===== src/design/ahc_consts.vh =====
// Constants for the audio processor host control port.
// Assumes a 50 MHz system clock; included by bare name.
`ifndef AHC_CONSTS_VH
`define AHC_CONSTS_VH

// Clock and timing figures
`define AHC_CLK_KHZ 50000
`define AHC_ALIVE_PERIOD_MS 170
`define AHC_ALIVE_HALF_CYC ((`AHC_ALIVE_PERIOD_MS * `AHC_CLK_KHZ) / 2)
`define AHC_ACT_TIMEOUT_MS 1
`define AHC_ACT_TIMEOUT_CYC (`AHC_ACT_TIMEOUT_MS * `AHC_CLK_KHZ)
`define AHC_STRAP_WAIT 2'h2

// Link framing
`define AHC_BYTE_BITS 8
`define AHC_LAST_BIT 3'h7
`define AHC_ADDR_UPPER 6'h1A
`define AHC_RW_READ 1'h1

// Command codes for the first entry and for entries 1E to 28 of the command set
`define AHC_CMD_SET_TASK 8'h01
`define AHC_CMD_LAST_SETUP 8'h1E
`define AHC_CMD_FW_VERSION 8'h1F
`define AHC_CMD_FW_REVISION 8'h20
`define AHC_CMD_SW_RESET 8'h21
`define AHC_CMD_NOSIG_READ 8'h22
`define AHC_CMD_NOSIG_CLEAR 8'h23
`define AHC_CMD_DET_ENABLE 8'h24
`define AHC_CMD_DET_DISABLE 8'h25
`define AHC_CMD_BOOT_MUTE 8'h26
`define AHC_CMD_BOOT_UNMUTE 8'h27
`define AHC_CMD_NOP 8'h28

// Reset and saturation values
`define AHC_NOSIG_MAX 8'hFF
`define AHC_BYTE_ZERO 8'h00

`endif


===== src/design/ahc_host_port.v =====
// Host control port of an audio processor: serial slave, command decode,
// boot strap handling and alive toggle output.
// Assumes pins arrive asynchronously and an external pull-up on the data line.
//
// Operation
// - Every control transfer moves one 8-bit byte per packet in either direction.
// - The low bit of the seven-bit slave address comes from the address pin.
// - The address pin low selects low bit 0 and high selects 1.
// - The bit after the address is 0 for write and 1 for read.
// - The slave works with masters at 100 kbps and 400 kbps.
// - The data line is only pulled low or released, never driven high.
// - With the hold strap high at reset the block idles until a start command.
// - With the hold strap low at reset the block runs at once with volume muted.
// - While processing, the alive output toggles with a period near 170 ms.
// - The alive toggling stops when the audio interface clock stops.
// - Forty host commands are accepted, readbacks, resets and flags among them.
`timescale 1ns/1ns
`include "ahc_consts.vh"

module ahc_host_port #(
    parameter ALIVE_HALF_CYC = `AHC_ALIVE_HALF_CYC,
    parameter ACT_TIMEOUT_CYC = `AHC_ACT_TIMEOUT_CYC,
    parameter [7:0] FW_VERSION = 8'h01, // Arbitrary value
    parameter [7:0] FW_REVISION = 8'h00 // Arbitrary value
) (
    // Clock and reset
    input wire clock,
    input wire rstn,
    // Serial control port pins
    input wire scl_in,
    input wire sda_in,
    output wire sda_out,
    output wire sda_oe,
    // Straps
    input wire slave_addr_low_bit_pin,
    input wire boot_hold_strap,
    // Audio interface activity, the frame clock pin
    input wire audio_lr_clk,
    // Alive toggle output, open drain
    output wire alive_toggle_output_out,
    output wire alive_toggle_output_oe,
    // Command stream to the processing core
    output reg cmd_valid_ff,
    output reg [7:0] cmd_code_ff,
    output reg cmd_param_valid_ff,
    output reg [7:0] cmd_param_ff,
    // Status to the processing core
    output reg running_ff,
    output reg master_mute_ff,
    output reg boot_mute_ff,
    output reg det_enable_ff,
    output wire no_signal_detect
);
    reg [1:0] addr_sync_ff;
    reg [1:0] strap_sync_ff;
    reg [1:0] lr_sync_ff;
    reg lr_d_ff;
    reg [1:0] strap_wait_ff;
    reg strap_taken_ff;
    reg strap_ff;
    reg [31:0] act_cnt_ff;
    reg active_ff;
    reg [31:0] alive_cnt_ff;
    reg alive_ff;
    reg [7:0] nosig_cnt_ff;
    reg [7:0] last_cmd_ff;
    reg [7:0] tx_data_ff;

    wire rx_valid;
    wire [7:0] rx_data;
    wire rx_first;
    wire tx_req;
    wire lr_edge = lr_sync_ff[1] ^ lr_d_ff;

    function is_known;
        input [7:0] code;
        begin
            is_known = (code >= `AHC_CMD_SET_TASK) && (code <= `AHC_CMD_NOP);
        end
    endfunction

    ahc_i2c_slave u_slave (
        .clock(clock),
        .rstn(rstn),
        .scl_in(scl_in),
        .sda_in(sda_in),
        .sda_out(sda_out),
        .sda_oe(sda_oe),
        .addr_low(addr_sync_ff[1]),
        .rx_valid_ff(rx_valid),
        .rx_data_ff(rx_data),
        .rx_first_ff(rx_first),
        .tx_data(tx_data_ff),
        .tx_req_ff(tx_req)
    );

    wire cmd_in = rx_valid & rx_first & is_known(rx_data);
    wire nosig_clear = cmd_in & (rx_data == `AHC_CMD_NOSIG_CLEAR);
    wire act_timeout = (act_cnt_ff == ACT_TIMEOUT_CYC - 1);

    assign alive_toggle_output_out = 1'b0;
    assign alive_toggle_output_oe = ~alive_ff;
    assign no_signal_detect = det_enable_ff & ~active_ff;

    // Pin synchronisers and strap capture after reset release
    always @(posedge clock) begin
        if (!rstn) begin
            addr_sync_ff <= 2'h0;
            strap_sync_ff <= 2'h0;
            lr_sync_ff <= 2'h0;
            lr_d_ff <= 1'b0;
            strap_wait_ff <= 2'h0;
            strap_taken_ff <= 1'b0;
            strap_ff <= 1'b0;
        end else begin
            addr_sync_ff <= {addr_sync_ff[0], slave_addr_low_bit_pin};
            strap_sync_ff <= {strap_sync_ff[0], boot_hold_strap};
            lr_sync_ff <= {lr_sync_ff[0], audio_lr_clk};
            lr_d_ff <= lr_sync_ff[1];
            if (!strap_taken_ff) begin
                strap_wait_ff <= strap_wait_ff + 2'h1;
                if (strap_wait_ff == `AHC_STRAP_WAIT) begin
                    strap_taken_ff <= 1'b1;
                    strap_ff <= strap_sync_ff[1];
                end
            end
        end
    end

    // Audio activity: frame clock edges seen within the timeout
    always @(posedge clock) begin
        if (!rstn) begin
            act_cnt_ff <= 32'h0;
            active_ff <= 1'b0;
            nosig_cnt_ff <= `AHC_BYTE_ZERO;
        end else begin
            if (lr_edge) begin
                act_cnt_ff <= 32'h0;
                active_ff <= 1'b1;
            end else if (act_timeout) begin
                active_ff <= 1'b0;
            end else begin
                act_cnt_ff <= act_cnt_ff + 32'h1;
            end
            // Counter increment wins over a clear in the same cycle
            if (active_ff && act_timeout && !lr_edge) begin
                if (nosig_cnt_ff != `AHC_NOSIG_MAX) begin
                    nosig_cnt_ff <= nosig_cnt_ff + 8'h01;
                end
            end else if (nosig_clear) begin
                nosig_cnt_ff <= `AHC_BYTE_ZERO;
            end
        end
    end

    // Alive toggle, paced by the system clock but gated by audio activity
    always @(posedge clock) begin
        if (!rstn) begin
            alive_cnt_ff <= 32'h0;
            alive_ff <= 1'b1;
        end else if (running_ff && active_ff) begin
            if (alive_cnt_ff == ALIVE_HALF_CYC - 1) begin
                alive_cnt_ff <= 32'h0;
                alive_ff <= ~alive_ff;
            end else begin
                alive_cnt_ff <= alive_cnt_ff + 32'h1;
            end
        end
    end

    // Command decode and run state
    always @(posedge clock) begin
        if (!rstn) begin
            running_ff <= 1'b0;
            master_mute_ff <= 1'b1;
            boot_mute_ff <= 1'b1;
            det_enable_ff <= 1'b0;
            last_cmd_ff <= `AHC_CMD_NOP;
            cmd_valid_ff <= 1'b0;
            cmd_code_ff <= `AHC_BYTE_ZERO;
            cmd_param_valid_ff <= 1'b0;
            cmd_param_ff <= `AHC_BYTE_ZERO;
        end else begin
            cmd_valid_ff <= cmd_in;
            cmd_param_valid_ff <= rx_valid & ~rx_first;
            if (rx_valid && !rx_first) begin
                cmd_param_ff <= rx_data;
            end
            if (strap_wait_ff == `AHC_STRAP_WAIT && !strap_taken_ff) begin
                running_ff <= ~strap_sync_ff[1];
            end
            if (cmd_in) begin
                cmd_code_ff <= rx_data;
                last_cmd_ff <= rx_data;
                case (rx_data)
                    `AHC_CMD_SET_TASK: begin
                        running_ff <= 1'b1;
                    end
                    `AHC_CMD_SW_RESET: begin
                        running_ff <= ~strap_ff;
                        master_mute_ff <= boot_mute_ff;
                        det_enable_ff <= 1'b0;
                    end
                    `AHC_CMD_DET_ENABLE: begin
                        det_enable_ff <= 1'b1;
                    end
                    `AHC_CMD_DET_DISABLE: begin
                        det_enable_ff <= 1'b0;
                    end
                    `AHC_CMD_BOOT_MUTE: begin
                        boot_mute_ff <= 1'b1;
                    end
                    `AHC_CMD_BOOT_UNMUTE: begin
                        boot_mute_ff <= 1'b0;
                    end
                    default: begin
                        last_cmd_ff <= rx_data;
                    end
                endcase
            end
        end
    end

    // Read answer byte follows the last command
    always @(posedge clock) begin
        if (!rstn) begin
            tx_data_ff <= `AHC_BYTE_ZERO;
        end else begin
            case (last_cmd_ff)
                `AHC_CMD_FW_VERSION: tx_data_ff <= FW_VERSION;
                `AHC_CMD_FW_REVISION: tx_data_ff <= FW_REVISION;
                `AHC_CMD_NOSIG_READ: tx_data_ff <= nosig_cnt_ff;
                default: tx_data_ff <= `AHC_BYTE_ZERO;
            endcase
        end
    end
endmodule // ahc_host_port


===== src/design/ahc_i2c_slave.v =====
// Byte-level two-wire serial slave for the host control port.
// Assumes scl_in and sda_in come from pins; both are synchronised here.
`timescale 1ns/1ns
`include "ahc_consts.vh"

module ahc_i2c_slave (
    // Clock and reset
    input wire clock,
    input wire rstn,
    // Link pins
    input wire scl_in,
    input wire sda_in,
    output wire sda_out,
    output wire sda_oe,
    // Address low bit, already synchronised
    input wire addr_low,
    // Received bytes
    output reg rx_valid_ff,
    output reg [7:0] rx_data_ff,
    output reg rx_first_ff,
    // Bytes to send
    input wire [7:0] tx_data,
    output reg tx_req_ff
);
    localparam S_IDLE = 3'h0;
    localparam S_ADDR = 3'h1;
    localparam S_ACKA = 3'h2;
    localparam S_WR = 3'h3;
    localparam S_ACKW = 3'h4;
    localparam S_RD = 3'h5;
    localparam S_ACKR = 3'h6;

    reg [1:0] scl_sync_ff;
    reg [1:0] sda_sync_ff;
    reg scl_d_ff;
    reg sda_d_ff;
    reg [2:0] state_ff;
    reg [2:0] bit_cnt_ff;
    reg got_ff;
    reg [7:0] sh_ff;
    reg [7:0] tx_sh_ff;
    reg rw_ff;
    reg nack_ff;
    reg oe_ff;
    reg first_ff;

    wire scl_s = scl_sync_ff[1];
    wire sda_s = sda_sync_ff[1];
    wire scl_rise = scl_s & ~scl_d_ff;
    wire scl_fall = ~scl_s & scl_d_ff;
    wire start_seen = scl_s & scl_d_ff & sda_d_ff & ~sda_s;
    wire stop_seen = scl_s & scl_d_ff & ~sda_d_ff & sda_s;
    wire addr_match = (sh_ff[7:1] == {`AHC_ADDR_UPPER, addr_low});

    assign sda_out = 1'b0;
    assign sda_oe = oe_ff;

    always @(posedge clock) begin
        if (!rstn) begin
            scl_sync_ff <= 2'h3;
            sda_sync_ff <= 2'h3;
            scl_d_ff <= 1'b1;
            sda_d_ff <= 1'b1;
            state_ff <= S_IDLE;
            bit_cnt_ff <= 3'h0;
            got_ff <= 1'b0;
            sh_ff <= `AHC_BYTE_ZERO;
            tx_sh_ff <= `AHC_BYTE_ZERO;
            rw_ff <= 1'b0;
            nack_ff <= 1'b0;
            oe_ff <= 1'b0;
            first_ff <= 1'b0;
            rx_valid_ff <= 1'b0;
            rx_data_ff <= `AHC_BYTE_ZERO;
            rx_first_ff <= 1'b0;
            tx_req_ff <= 1'b0;
        end else begin
            scl_sync_ff <= {scl_sync_ff[0], scl_in};
            sda_sync_ff <= {sda_sync_ff[0], sda_in};
            scl_d_ff <= scl_s;
            sda_d_ff <= sda_s;
            rx_valid_ff <= 1'b0;
            tx_req_ff <= 1'b0;
            if (start_seen) begin
                state_ff <= S_ADDR;
                bit_cnt_ff <= 3'h0;
                got_ff <= 1'b0;
                oe_ff <= 1'b0;
            end else if (stop_seen) begin
                state_ff <= S_IDLE;
                oe_ff <= 1'b0;
            end else begin
                case (state_ff)
                    S_ADDR, S_WR: begin
                        // Eight bits make one unit, MSB first
                        if (scl_rise) begin
                            sh_ff <= {sh_ff[6:0], sda_s};
                            bit_cnt_ff <= bit_cnt_ff + 3'h1;
                            if (bit_cnt_ff == `AHC_LAST_BIT) begin
                                got_ff <= 1'b1;
                            end
                        end else if (scl_fall && got_ff) begin
                            got_ff <= 1'b0;
                            if (state_ff == S_WR) begin
                                oe_ff <= 1'b1;
                                state_ff <= S_ACKW;
                                rx_valid_ff <= 1'b1;
                                rx_data_ff <= sh_ff;
                                rx_first_ff <= first_ff;
                                first_ff <= 1'b0;
                            end else if (addr_match) begin
                                oe_ff <= 1'b1;
                                state_ff <= S_ACKA;
                                rw_ff <= (sh_ff[0] == `AHC_RW_READ);
                            end else begin
                                state_ff <= S_IDLE;
                            end
                        end
                    end
                    S_ACKA: begin
                        if (scl_fall) begin
                            bit_cnt_ff <= 3'h0;
                            if (rw_ff) begin
                                state_ff <= S_RD;
                                tx_sh_ff <= tx_data;
                                oe_ff <= ~tx_data[7];
                                tx_req_ff <= 1'b1;
                            end else begin
                                state_ff <= S_WR;
                                oe_ff <= 1'b0;
                                first_ff <= 1'b1;
                            end
                        end
                    end
                    S_ACKW: begin
                        if (scl_fall) begin
                            oe_ff <= 1'b0;
                            state_ff <= S_WR;
                        end
                    end
                    S_RD: begin
                        if (scl_fall) begin
                            if (bit_cnt_ff == `AHC_LAST_BIT) begin
                                oe_ff <= 1'b0;
                                state_ff <= S_ACKR;
                            end else begin
                                bit_cnt_ff <= bit_cnt_ff + 3'h1;
                                oe_ff <= ~tx_sh_ff[6];
                                tx_sh_ff <= {tx_sh_ff[6:0], 1'b0};
                            end
                        end
                    end
                    S_ACKR: begin
                        if (scl_rise) begin
                            nack_ff <= sda_s;
                        end else if (scl_fall) begin
                            bit_cnt_ff <= 3'h0;
                            if (nack_ff) begin
                                state_ff <= S_IDLE;
                            end else begin
                                state_ff <= S_RD;
                                tx_sh_ff <= tx_data;
                                oe_ff <= ~tx_data[7];
                                tx_req_ff <= 1'b1;
                            end
                        end
                    end
                    default: begin
                        oe_ff <= 1'b0;
                    end
                endcase
            end
        end
    end
endmodule // ahc_i2c_slave


===== config.mk =====
export PLATFORM = sky130hd
export DESIGN_NAME = ahc_host_port
export DESIGN_NICKNAME = d
export VERILOG_FILES = /design/src/design/ahc_host_port.v /design/src/design/ahc_i2c_slave.v
export VERILOG_INCLUDE_DIRS = /design/src /design/src/design
export SDC_FILE = /design/constraint.sdc
export NUM_CORES = 1
export LEC_CHECK = 0
export BUFFER_PORTS_ARGS = -buffer_cell sky130_fd_sc_hd__buf_2
export CAP_MARGIN = 20
export CORE_MARGIN = 10
export CORE_UTILIZATION = 30
export CTS_BUF_LIST = sky130_fd_sc_hd__clkbuf_4 sky130_fd_sc_hd__clkbuf_8
export DETAILED_ROUTE_END_ITERATION = 10
export PLACE_DENSITY = 0.5
export SLEW_MARGIN = 20
export SYNTH_ARGS = -nofsm -noshare
export SYNTH_HDL_FRONTEND = slang
export SYNTH_SLANG_ARGS = --single-unit

===== constraint.sdc =====
create_clock -name clock -period 1.6 [get_ports clock]
set_input_delay 0.08 -clock clock [delete_from_list [all_inputs] [get_ports clock]]
set_output_delay 0.08 -clock clock [all_outputs]
set_load 0.01 [all_outputs]

==> results.json <==
{
  "status": "complete, but fails checks",
  "violations": "negative setup slack",
  "area_growth_pct": 43.4,
  "maxCapViolCount": 0,
  "start_util_pct": 30.4,
  "syn-cell-area_sq_um": 7120,
  "p_sw_share_pct": 26.3,
  "via_per_inst": 4.75,
  "slowest_delay_ns": 0.38,
  "clkTransAtPathRegs_ns": 0.10,
  "async_flop_share_pct": 0,
  "p_leak_nw": 3.88,
  "worstRegToRegCells": 6,
  "grt_max_degree": 30,
  "overflow": 0,
  "final.period_utilization_pct": 106,
  "ir_worst_vdd_uv": 399,
  "drt-pass1-iter-count": 5,
  "nNetsFinal": 1031,
  "power_w": 0.00738,
  "slew_violations": 0,
  "worstPathCellList": "nand2_2 > or3_1 > nor4_2 > nand2b_4 > clkbuf_16 > nor2_1",
  "clock_sinks": 159,
  "clk_latency_ns": 0.47,
  "setup_violations": 44,
  "crit_arrival_ns": 2.07,
  "synth_edf_count": 0,
  "grt_pass1_wl_microns": 30800,
  "r2r_setup_slack_ns": -0.09,
  "drtAntennaViolNets": 0,
  "die_h_microns": 174,
  "synth_top_flop_cell": "dfxtp_1",
  "syn_avg_cell_area_sq_um": 8.44,
  "final_cells": 1350,
  "intPower_w": 0.00545,
  "yosys_warnings": 0,
  "crit_start": "alive_cnt_ff[15]",
  "port_buffers": 31,
  "drc": 0,
  "dp_cells": 1285,
  "hpwl_microns": 12600,
  "rsz0062_at_grt": "true",
  "place_congestion": 0.786,
  "tns_ns": -2.44,
  "insertedDiodeCount": 0,
  "skew_ns": 0.0195,
  "seqPwrFrac_pct": 55.0,
  "ys_ff_latch": 159,
  "crit_cells": 6,
  "critPathMaxFanout": 7,
  "antenna_found_initial": 0,
  "synth_cell_types": 62,
  "cts_inserted_buffers": 17,
  "cts_tree": "built",
  "design.core.area_sq_um": 23400,
  "p_switching_w": 0.00194,
  "wire_per_inst_microns": 13.9,
  "clock-root-buffer": "clkbuf_8",
  "final-hold-violation-count": 0,
  "drive_gt1_share_pct": 40.3,
  "drt_iter0_drc": 395,
  "power_frac_clock_pct": 39.2,
  "ios": 34,
  "hp-class": "in -> reg",
  "grt_use_total_pct": 12.2,
  "crit_required_ns": 1.98,
  "power_density_nw_per_um2": 724,
  "die_w_microns": 174,
  "fin_crit_ns": 1.69,
  "setup_slack_ns": -0.0897,
  "nFillCells": 2314,
  "synth.yosys.seq_area_share_pct": 44.7,
  "cts_max_level": 4,
  "grt_pass1_vias": 6177,
  "path_class": "reg -> reg",
  "rows": 56,
  "syn_inst": 843,
  "cp-endpoint": "alive_cnt_ff[29]",
  "r2r-end": "alive_cnt_ff[29]",
  "combPwrFrac_pct": 5.8,
  "path_delay_family": "simple AND/OR/NAND/NOR gates",
  "drt_wl_total_microns": 18800,
  "cp.buffers_inverters": 1,
  "endpoint_kind": "flip-flop",
  "slowest_stage": "or3_1",
  "r2r_start": "alive_cnt_ff[15]",
  "die_area_sq_um": 30300,
  "vias": 6411,
  "place_ws_ns": -0.320,
  "fmax_mhz": 592,
  "worstSetupStartpointType": "flip-flop",
  "max-clock-path-buffers": 2
}
==> power groups by stage <==
stage	combinational [W]	sequential, W	clock [W]
after CTS	0.000408	0.00408	0.00301
after global placement	0.000378	0.00416	0
after global routing	0.000484	0.00408	0.00316
after floorplan	0.000223	0.00417	0
after detailed placement	0.000380	0.00417	0
final	0.000428	0.00406	0.00289
==> cell usage in the layout (no fill, tap or decap), types with 5 or more instances in the layout <==
cell type,n
a21oi_1,48
a21oi_2,8
and2_1,20
and3_1,11
and4_1,5
and4_4,5
buf_2,31
buf_4,144
buf_6,16
clkbuf_8,17
clkinv_2,5
dfxtp_1,113
dfxtp_2,35
dfxtp_4,11
dlygate4sd3_1,5
inv_1,17
mux2i_1,6
nand2_1,96
nand2b_1,15
nand3_1,47
nand3b_1,7
nand4_1,17
nor2_1,67
nor2_2,14
nor2_4,19
nor2b_1,7
nor3_1,12
nor3_2,9
nor3_4,9
nor4_2,9
nor4_4,12
o21ai_0,21
or3_1,5
xnor2_1,42
xnor2_2,6
xor2_1,13
==> per-stage QoR <==
step                hold WS [ns]  instance area (sq um)  util (%)
floorplan                  0.181                   7210         -
global placement           0.264                   8600      36.7
detailed placement         0.273                   8600      36.7
CTS                       0.0345                   9430      40.3
global route              0.0395                  10200      43.6
finish                    0.0618                  10200      43.6
==> how the worst min path moves through the flow <==
stage / depth (start not counted) / slack [ns] / start / to
finish: 3 / 0.06 / rstn / master_mute_ff
global route: 3 / 0.04 / rstn / master_mute_ff
CTS: 4 / 0.03 / rstn / tx_data_ff[0]
detailed placement: 2 / 0.27 / scl_in / u_slave.scl_sync_ff[0]
global placement: 2 / 0.26 / scl_in / u_slave.scl_sync_ff[0]
floorplan: 1 / 0.18 / scl_in / u_slave.scl_sync_ff[0]
==> Yosys cell counts (all sizes together) (2+ instances only) <==
cell,n,area [sq um]
nand3b,7,52.6
and3,14,87.6
nor3,30,166
a41o,2,20.0
clkbuf,25,93.8
nor4,22,178
a311oi,6,52.6
nand4,18,119
mux2i,6,60.1
xnor2,48,420
xor2,13,114
o21ai,27,143
dfxtp,159,3180
buf,23,151
inv,17,63.8
nor4b,3,26.3
a31oi,2,12.5
o21bai,2,15.0
and2,22,138
or4,3,22.5
a41oi,4,35.0
nor2,100,375
and4,11,96.3
a221oi,3,26.3
or3,5,31.3
a21oi,58,309
nand3,51,255
nand2b,16,100
nand4b,3,26.3
nor3b,3,22.5
nor2b,9,56.3
ha,6,75.1
o31a,2,17.5
o211ai,4,30.0
nand2,103,397
==> state kept, by name, indices dropped and copies added, names as in the netlist, 2 cells and up <==
signal	count
act_cnt_ff	32
addr_sync_ff	2
alive_cnt_ff	32
cmd_code_ff	8
cmd_param_ff	8
last_cmd_ff	2
lr_sync_ff	2
nosig_cnt_ff	8
strap_sync_ff	2
strap_wait_ff	2
tx_data_ff	8
u_slave.bit_cnt_ff	3
u_slave.rx_data_ff	8
u_slave.scl_sync_ff	2
u_slave.sda_sync_ff	2
u_slave.sh_ff	8
u_slave.state_ff	3
u_slave.tx_sh_ff	7
==> worst register-to-register path, cell delays in order (launching register included) <==
cell	delay, ns
dfxtp_2	0.35
nand2_2	0.07
or3_1	0.38
nor4_2	0.26
nand2b_4	0.28
clkbuf_16	0.20
nor2_1	0.05
==> layer usage <==
layer  up-vias  track usage, %  routed length, microns
met5         -               0                       0
met4         0            3.85                     199
met3        12            2.99                     568
met2        55            18.5                    8600
met1      3072            16.5                    9400
li1       3272               -                       -
==> area by class of cell <==
type | instances | area, sq um | share of cell area, %
Multi-Input combinational cell | 619 | 4480 | 43.9
Clock buffer | 17 | 234 | 2.29
Tap cell | 319 | 399 | 3.91
Timing Repair Buffer | 203 | 1620 | 15.9
Clock inverter | 15 | 135 | 1.32
Sequential cell | 159 | 3270 | 32.0
Inverter | 18 | 67.6 | 0.662
==> cell families (layout without fill, tap and decap cells) <==
logic type | count (synthesis) | in the layout | synth area share [%]
simple gates | 425 | 425 | 30.8
flops | 159 | 159 | 44.7
compound gates | 119 | 119 | 10.6
buf+inv | 66 | 253 | 4.40
xor+xnor | 61 | 61 | 7.51
fa+ha+maj | 6 | 6 | 1.05
mux | 6 | 6 | 0.844
other cells | 1 | 2 | 0.0527
==> repair_timing <==
action,in CTS,in global routing
hold buffers,5,0
buffers inserted,13,15
pin swaps,33,79
gates cloned,3,1
endpoints found under the hold margin,5,0
resized for setup,58,177
endpoints found under the setup margin,71,95
No activity file was read; power rests on OpenSTA's default activity.
